## config.mk

```make
export PLATFORM = sky130hd
export DESIGN_NAME = dac_clock_sysref_pll_control
export DESIGN_NICKNAME = d
export VERILOG_FILES = /design/src/include/clk_ctrl_pkg.sv /design/src/include/pll_status_if.sv /design/src/hw/dac_clock_sysref_pll_control.sv /design/src/hw/pll_sequencer.sv
export VERILOG_INCLUDE_DIRS = /design/src /design/src/include
export SDC_FILE = /design/constraint.sdc
export NUM_CORES = 1
export LEC_CHECK = 0
export ABC_AREA = 1
export BUFFER_PORTS_ARGS = -buffer_cell sky130_fd_sc_hd__buf_2
export CAP_MARGIN = 10
export CORE_ASPECT_RATIO = 1.75
export CORE_MARGIN = 2
export CORE_UTILIZATION = 30
export DETAILED_ROUTE_END_ITERATION = 10
export PLACE_DENSITY = 0.63
export SLEW_MARGIN = 10
export SYNTH_ARGS = -nofsm -noshare
export SYNTH_HDL_FRONTEND = slang
export SYNTH_SLANG_ARGS = --single-unit
```

## constraint.sdc

```tcl
create_clock -name clk -period 1.7 [get_ports clk]
set_clock_uncertainty 0.2 [all_clocks]
set_input_delay 0.17 -clock clk [delete_from_list [all_inputs] [get_ports clk]]
set_output_delay 0.17 -clock clk [all_outputs]
set_load 0.03 [all_outputs]
```

## src/include/clk_ctrl_cfg.svh

```systemverilog
// register offsets, field positions, reset values and timing counts for the clock control block
`ifndef CLK_CTRL_CFG_SVH
`define CLK_CTRL_CFG_SVH

// ----------------------------------------
// register offsets
// ----------------------------------------
`define OFS_CLOCK_GATING     8'h80
`define OFS_ALIGN_REF_CTRL   8'h81
`define OFS_ALIGN_REF_HYS_LO 8'h82
`define OFS_PLL_CONTROL      8'h83
`define OFS_PLL_STATUS       8'h84

// ----------------------------------------
// field positions
// ----------------------------------------
`define BIT_PAIR_A_OFF       7
`define BIT_PAIR_B_OFF       6
`define BIT_ALL_OFF          5
`define BIT_LINK_REF_OFF     4
`define BIT_RECEIVER_OFF     3
`define BIT_ALIGN_BUF_OFF    4
`define BIT_HYS_ENABLE       3
`define BIT_EDGE_SELECT      2
`define BIT_RECAL            7
`define BIT_SYNTH_EN         4
`define BIT_BAND_HIGH        7
`define BIT_BAND_LOW         6
`define BIT_CAL_DONE         5
`define BIT_LOCKED           1

// ----------------------------------------
// reset values, writable masks and the read-only status bit mask
// ----------------------------------------
`define RST_CLOCK_GATING     8'hF8
`define RST_ALIGN_REF_CTRL   8'h10
`define RST_HYS_LO           8'h00
`define RST_PLL_CONTROL      8'h00
`define MASK_CLOCK_GATING    8'hF8
`define MASK_ALIGN_REF_CTRL  8'h1F
`define MASK_PLL_CONTROL     8'h90
`define MASK_PLL_STATUS      8'hE2

// ----------------------------------------
// timing
// ----------------------------------------
`define RECAL_PULSE_CYCLES   1

`endif

```

## src/include/clk_ctrl_pkg.sv

```systemverilog
// types shared by the clock control block
package clk_ctrl_pkg;

    typedef logic [7:0] reg_byte_t;
    typedef logic [9:0] hys_code_t;

    typedef struct packed {
        logic pair_a_clock_off;
        logic pair_b_clock_off;
        logic all_converter_clocks_off;
        logic link_pll_ref_off;
        logic clock_receiver_off;
    } clock_gates_s;

endpackage : clk_ctrl_pkg

```

## src/include/pll_status_if.sv

```systemverilog
// carrier between the register file and the pll sequencer
interface pll_status_if;
    logic synth_enable;
    logic recal_pulse;
    logic pll_run;
    logic cal_start;
    logic [7:0] status_byte;

    modport regs (output synth_enable, output recal_pulse, input pll_run, input cal_start,
                  input status_byte);
    modport seq  (input synth_enable, input recal_pulse, output pll_run, output cal_start,
                  output status_byte);
endinterface : pll_status_if

```

## src/hw/dac_clock_sysref_pll_control.sv

```systemverilog
// clock tree, alignment reference receiver and converter pll control registers
`include "clk_ctrl_cfg.svh"

module dac_clock_sysref_pll_control
    import clk_ctrl_pkg::*;
(
    // clock and reset
    input  wire logic      clk,
    input  wire logic      srst,
    // register port
    input  wire logic      reg_write,
    input  wire logic      reg_read,
    input  wire logic [7:0] reg_addr,
    input  wire reg_byte_t reg_wdata,
    output logic           reg_rvalid,
    output reg_byte_t      reg_rdata,
    // clock tree controls
    output logic           pair_a_clock_off,
    output logic           pair_b_clock_off,
    output logic           all_converter_clocks_off,
    output logic           link_pll_ref_off,
    output logic           clock_receiver_off,
    output logic           pair_a_clock_run,
    output logic           pair_b_clock_run,
    // alignment reference receiver
    output logic           align_ref_buffer_off,
    output logic           hysteresis_enable,
    output hys_code_t      hysteresis_code,
    output logic           align_ref_edge_select,
    // converter pll
    output logic           pll_run,
    output logic           pll_cal_start,
    input  wire logic      pll_band_high_flag,
    input  wire logic      pll_band_low_flag,
    input  wire logic      pll_cal_done,
    input  wire logic      pll_locked
);

    // ----------------------------------------
    // registers
    // ----------------------------------------
    reg_byte_t clock_gating_config;
    reg_byte_t align_ref_receiver_ctrl;
    reg_byte_t align_ref_hysteresis_low;
    reg_byte_t converter_pll_control;

    pll_status_if ctl ();

    function automatic logic hit(input logic [7:0] addr, input logic [7:0] ofs);
        hit = reg_write && (addr == ofs);
    endfunction : hit

    always_ff @(posedge clk) begin
        if (srst) begin
            clock_gating_config <= `RST_CLOCK_GATING;
        end else if (hit(reg_addr, `OFS_CLOCK_GATING)) begin
            clock_gating_config <= reg_wdata & `MASK_CLOCK_GATING;
        end
    end

    always_ff @(posedge clk) begin
        if (srst) begin
            align_ref_receiver_ctrl <= `RST_ALIGN_REF_CTRL;
        end else if (hit(reg_addr, `OFS_ALIGN_REF_CTRL)) begin
            align_ref_receiver_ctrl <= reg_wdata & `MASK_ALIGN_REF_CTRL;
        end
    end

    always_ff @(posedge clk) begin
        if (srst) begin
            align_ref_hysteresis_low <= `RST_HYS_LO;
        end else if (hit(reg_addr, `OFS_ALIGN_REF_HYS_LO)) begin
            align_ref_hysteresis_low <= reg_wdata;
        end
    end

    // recal is edge-triggered: keep the stored level and compare old to new
    logic recal_edge;

    always_ff @(posedge clk) begin
        if (srst) begin
            converter_pll_control <= `RST_PLL_CONTROL;
            recal_edge            <= 1'b0;
        end else begin
            recal_edge <= 1'b0;
            if (hit(reg_addr, `OFS_PLL_CONTROL)) begin
                converter_pll_control <= reg_wdata & `MASK_PLL_CONTROL;
                recal_edge <= reg_wdata[`BIT_RECAL]
                            & ~converter_pll_control[`BIT_RECAL];
            end
        end
    end

    // ----------------------------------------
    // pll sequencing
    // ----------------------------------------
    assign ctl.synth_enable = converter_pll_control[`BIT_SYNTH_EN];
    assign ctl.recal_pulse  = recal_edge;

    pll_sequencer u_seq (
        .clk                (clk),
        .srst               (srst),
        .pll_band_high_flag (pll_band_high_flag),
        .pll_band_low_flag  (pll_band_low_flag),
        .pll_cal_done       (pll_cal_done),
        .pll_locked         (pll_locked),
        .ctl                (ctl.seq)
    );

    // start is a one-cycle pulse, registered to keep the output glitch free
    always_ff @(posedge clk) begin
        if (srst) begin
            pll_run       <= 1'b0;
            pll_cal_start <= 1'b0;
        end else begin
            pll_run       <= ctl.pll_run;
            pll_cal_start <= ctl.cal_start;
        end
    end

    // ----------------------------------------
    // clock tree and receiver controls
    // ----------------------------------------
    always_comb begin
        pair_a_clock_off         = clock_gating_config[`BIT_PAIR_A_OFF];
        pair_b_clock_off         = clock_gating_config[`BIT_PAIR_B_OFF];
        all_converter_clocks_off = clock_gating_config[`BIT_ALL_OFF];
        link_pll_ref_off         = clock_gating_config[`BIT_LINK_REF_OFF];
        clock_receiver_off       = clock_gating_config[`BIT_RECEIVER_OFF];
        // any upstream gate stops a pair, since the global and receiver gates feed both
        pair_a_clock_run = ~(pair_a_clock_off | all_converter_clocks_off
                           | clock_receiver_off);
        pair_b_clock_run = ~(pair_b_clock_off | all_converter_clocks_off
                           | clock_receiver_off);
        align_ref_buffer_off  = align_ref_receiver_ctrl[`BIT_ALIGN_BUF_OFF];
        hysteresis_enable     = align_ref_receiver_ctrl[`BIT_HYS_ENABLE];
        align_ref_edge_select = align_ref_receiver_ctrl[`BIT_EDGE_SELECT];
        // code passes only when enabled, so with hysteresis_enable low the code is zero, whether or not the buffer is off
        hysteresis_code = hysteresis_enable
                        ? {align_ref_receiver_ctrl[1:0], align_ref_hysteresis_low}
                        : 10'h000;
    end

    // ----------------------------------------
    // readback
    // ----------------------------------------
    always_ff @(posedge clk) begin
        if (srst) begin
            reg_rvalid <= 1'b0;
            reg_rdata  <= 8'h00;
        end else begin
            reg_rvalid <= reg_read;
            if (reg_read) begin
                unique case (reg_addr)
                    `OFS_CLOCK_GATING:     reg_rdata <= clock_gating_config;
                    `OFS_ALIGN_REF_CTRL:   reg_rdata <= align_ref_receiver_ctrl;
                    `OFS_ALIGN_REF_HYS_LO: reg_rdata <= align_ref_hysteresis_low;
                    `OFS_PLL_CONTROL:      reg_rdata <= converter_pll_control;
                    `OFS_PLL_STATUS:       reg_rdata <= ctl.status_byte;
                    default:               reg_rdata <= 8'h00;
                endcase
            end
        end
    end

endmodule : dac_clock_sysref_pll_control

```

## src/hw/pll_sequencer.sv

```systemverilog
// synchronises pll status pins and sequences enable and calibration starts
`include "clk_ctrl_cfg.svh"

module pll_sequencer
    import clk_ctrl_pkg::*;
(
    // clock and reset
    input  wire logic clk,
    input  wire logic srst,
    // pll status pins, asynchronous
    input  wire logic pll_band_high_flag,
    input  wire logic pll_band_low_flag,
    input  wire logic pll_cal_done,
    input  wire logic pll_locked,
    // register side
    pll_status_if.seq ctl
);

    // ----------------------------------------
    // status synchronisers
    // ----------------------------------------
    logic [3:0] meta;
    logic [3:0] sync;

    always_ff @(posedge clk) begin
        if (srst) begin
            meta <= 4'h0;
            sync <= 4'h0;
        end else begin
            meta <= {pll_band_high_flag, pll_band_low_flag, pll_cal_done, pll_locked};
            sync <= meta;
        end
    end

    // ----------------------------------------
    // enable and calibration start
    // ----------------------------------------
    logic enable_q;

    always_ff @(posedge clk) begin
        if (srst) begin
            enable_q <= 1'b0;
        end else begin
            enable_q <= ctl.synth_enable;
        end
    end

    // enable rising or a recal edge starts calibration; recal ignored while pll off
    assign ctl.pll_run   = ctl.synth_enable;
    assign ctl.cal_start = (ctl.synth_enable & ~enable_q)
                         | (ctl.recal_pulse & ctl.synth_enable);

    always_comb begin
        ctl.status_byte = 8'h00;
        ctl.status_byte[`BIT_BAND_HIGH] = sync[3];
        ctl.status_byte[`BIT_BAND_LOW]  = sync[2];
        ctl.status_byte[`BIT_CAL_DONE]  = sync[1];
        ctl.status_byte[`BIT_LOCKED]    = sync[0];
    end

endmodule : pll_sequencer

```

==> metrics.txt <==
first-pass GRT wire length=7.04 mm; fin crit period=1.45 ns; initial antenna violation count=0; Setup violations, final=0; io pins=55; DRC=0; Arr. time, crit path=1.44 ns; Max Fclk=691 MHz; worst setup path startpoint=reg_read; CP Launch Type=input port; worst-margin pin slew=0.570 ns; post-route antenna net violation count=0; final setup TNS=0 ns; share of layout cells above drive strength 1=29.6%; Setup Buffers After CTS=0; DRT Wirelength=4.31 mm; vias in the first global route=1,598; R2R Path End=reg_rdata[3]; Routed WL per cell=11.4 µm; effective utilization at floorplan=31.2%; Max VDD drop=0.365 mV; Bufs on Longest Clock Path=2; top post-synthesis cells by area=dfxtp_1, inv_1, nand2_1, a21oi_1, nand3_1; worst hold path type=input port to flip-flop; Post-synth top flop=dfxtp_1; Num CTS Buffers=5; CP Class=input port to flip-flop; Reg clk slew, reported paths=0.08 ns; die height=105 µm; grt total ovfl=0; Syn Nets=256; PortBufs=54; Cell Pwr Density=798 nW/µm²; max-cap violation count=0; Worst R2R Start=align_ref_receiver_ctrl[3]; Critical Path Sink=reg_rdata[3]; H-tree Lvls=2; Setup WS post-layout=0.254 ns; HPWL after DPL=3.26 mm; GRT Total Usage=14.6%; fin crit share=85.1%; gpl congestion=0.827; status=complete, no violations; count of final max-slew check failures=0; maximum number of pins on one net before global-route repair=22; Core Area=5630 µm²; die area=6510 µm²; Gate Count Post-Synth=232; vias post-DR=1,641; top cell type by total area after synthesis=dfxtp_1; CP required=1.69 ns; Leak=1.09 nW; CTS tree=done; post-place setup slack=0.0747 ns; clock sink total=40; worst relative slew slack=62.0%; Rows=36; clk root buf=clkbuf_8; Pre-Repair DR Iteration Count=4; critical path endpoint category=flip-flop; Synth top area share=45.6%; post-synthesis sequential area ratio=45.6%; Synth Warn #=0; synthesized area per cell=7.58 µm²; Yosys cell types=28; Iter 0 DRT Violations=54; clock latency on the worst-skew pair=0.30 ns; Fin. Hold Viols=0; NumNets Final=324; die width=61.9 µm; critical-path maximum fanout=9; Fillers=609; Antenna Cells=0; worst-case reg-to-reg path depth=4; reg-to-reg slack, setup=0.49 ns; async set-or-reset flop fraction in the synthesized netlist=0%; post-detailed-route via-to-cell ratio=4.35; Mapped Area=1760 µm²; Post-synth EDFFs=0; top cells by count, synth=inv_1, dfxtp_1, nand2_1; Synth Register Bits=40; RSZ-0062 raised after global routing=no; Syn-to-layout area delta=32.0%; leading cell type by number of instances after synthesis=inv_1
worst min path at each step:
stage,start,to,depth (start not counted),slack (ns)
6_report,reg_write,align_ref_receiver_ctrl[4],3,0.02
5_1_grt,reg_write,align_ref_receiver_ctrl[4],3,0.04
4_1_cts,reg_write,align_ref_receiver_ctrl[4],3,0.01
3_5_place_dp,pll_band_high_flag,u_seq.meta[3],3,0.17
3_3_place_gp,pll_band_low_flag,u_seq.meta[2],3,0.17
2_1_floorplan,pll_locked,u_seq.meta[0],2,0.08
layer usage:
metal	wire, µm	share of wire (%)	track usage, %
met1	1640	38	15.0
met2	2310	54	25.1
met3	169	3.9	2.94
met4	191	4.4	9.27
met5	0	0	0
critical path, stage by stage:
cell,delay (ns)
dlygate4sd3_1,0.55
buf_2,0.22
clkinv_1,0.28
nand2_1,0.16
a21oi_2,0.06
flip-flops by register name, indices dropped and copies added, names as in the netlist, 2 cells and up:
signal / flops
align_ref_receiver_ctrl: 5
converter_pll_control: 2
align_ref_hysteresis_low: 8
u_seq.meta: 4
clock_gating_config: 5
u_seq.sync: 4
reg_rdata: 8
logic make-up after synthesis:
kind of cell,Yosys count,share of synthesized area [%]
AND/OR/NAND/NOR,93,25.9
buffers and inverters,54,13.5
AO/OA/AOI/OAI,45,15.1
flip-flops,40,45.6
placed cells by master, fill, tap and decap left out:
master	netlist	final
buf_2	2	54
inv_1	42	42
nand2_1	40	40
dfxtp_1	40	39
nand3_1	17	17
a21oi_1	17	17
nor2_1	15	15
dlygate4sd3_1	0	13
o21ai_0	12	12
nand2_2	5	5
nand3_2	5	5
o21ai_1	5	5
clkbuf_8	0	5
a21oi_2	4	4
nor2_4	3	3
nand4_1	3	3
buf_4	1	3
nor3_1	2	2
inv_2	2	2
nor2_2	2	2
o211ai_1	2	2
o211ai_2	2	2
o22ai_1	2	2
nand3b_1	1	1
o21a_1	1	1
clkinv_1	1	1
dfxtp_2	0	1
clkinvlp_4	0	1
clkinv_2	0	1
bufinv_16	0	1
report_power, final:
part           switching [mW]  leakage (nW)  internal [mW]
logic                  0.0755         0.712         0.0576
registers             0.00327         0.325          0.948
clock network           0.333        0.0541          0.434
total                   0.412          1.09           1.44
metrics by stage:
step           util [%]  hold WS (ns)  power (mW)  std cells  instance area [µm²]
4_1_cts            41.2        0.0134        1.87        377                 2320
2_1_floorplan         -        0.0770        1.04        232                 1760
3_5_place_dp       36.9         0.175        1.08        356                 2080
6_report           41.2        0.0218        1.85        377                 2320
5_1_grt            41.2        0.0363        1.93        377                 2320
3_3_place_gp       36.9         0.169        1.08        356                 2080
what timing repair did:
action | CTS | global route
gates resized for setup | 0 | 1
hold buffers | 13 | 0
endpoints found under the setup margin | 0 | 1
hold endpoints to repair | 18 | 0
final cells by class:
class	count	area, µm²	share of cell area [%]
multi-input cells	138	721	31.1
inverters	45	169	7.28
well taps	76	95.1	4.10
flip-flops and latches	40	802	34.6
clock buffers	5	68.8	2.96
clock inverters	3	42.5	1.83
repair buffers	70	423	18.2
No activity file was read; power rests on OpenSTA's default activity.
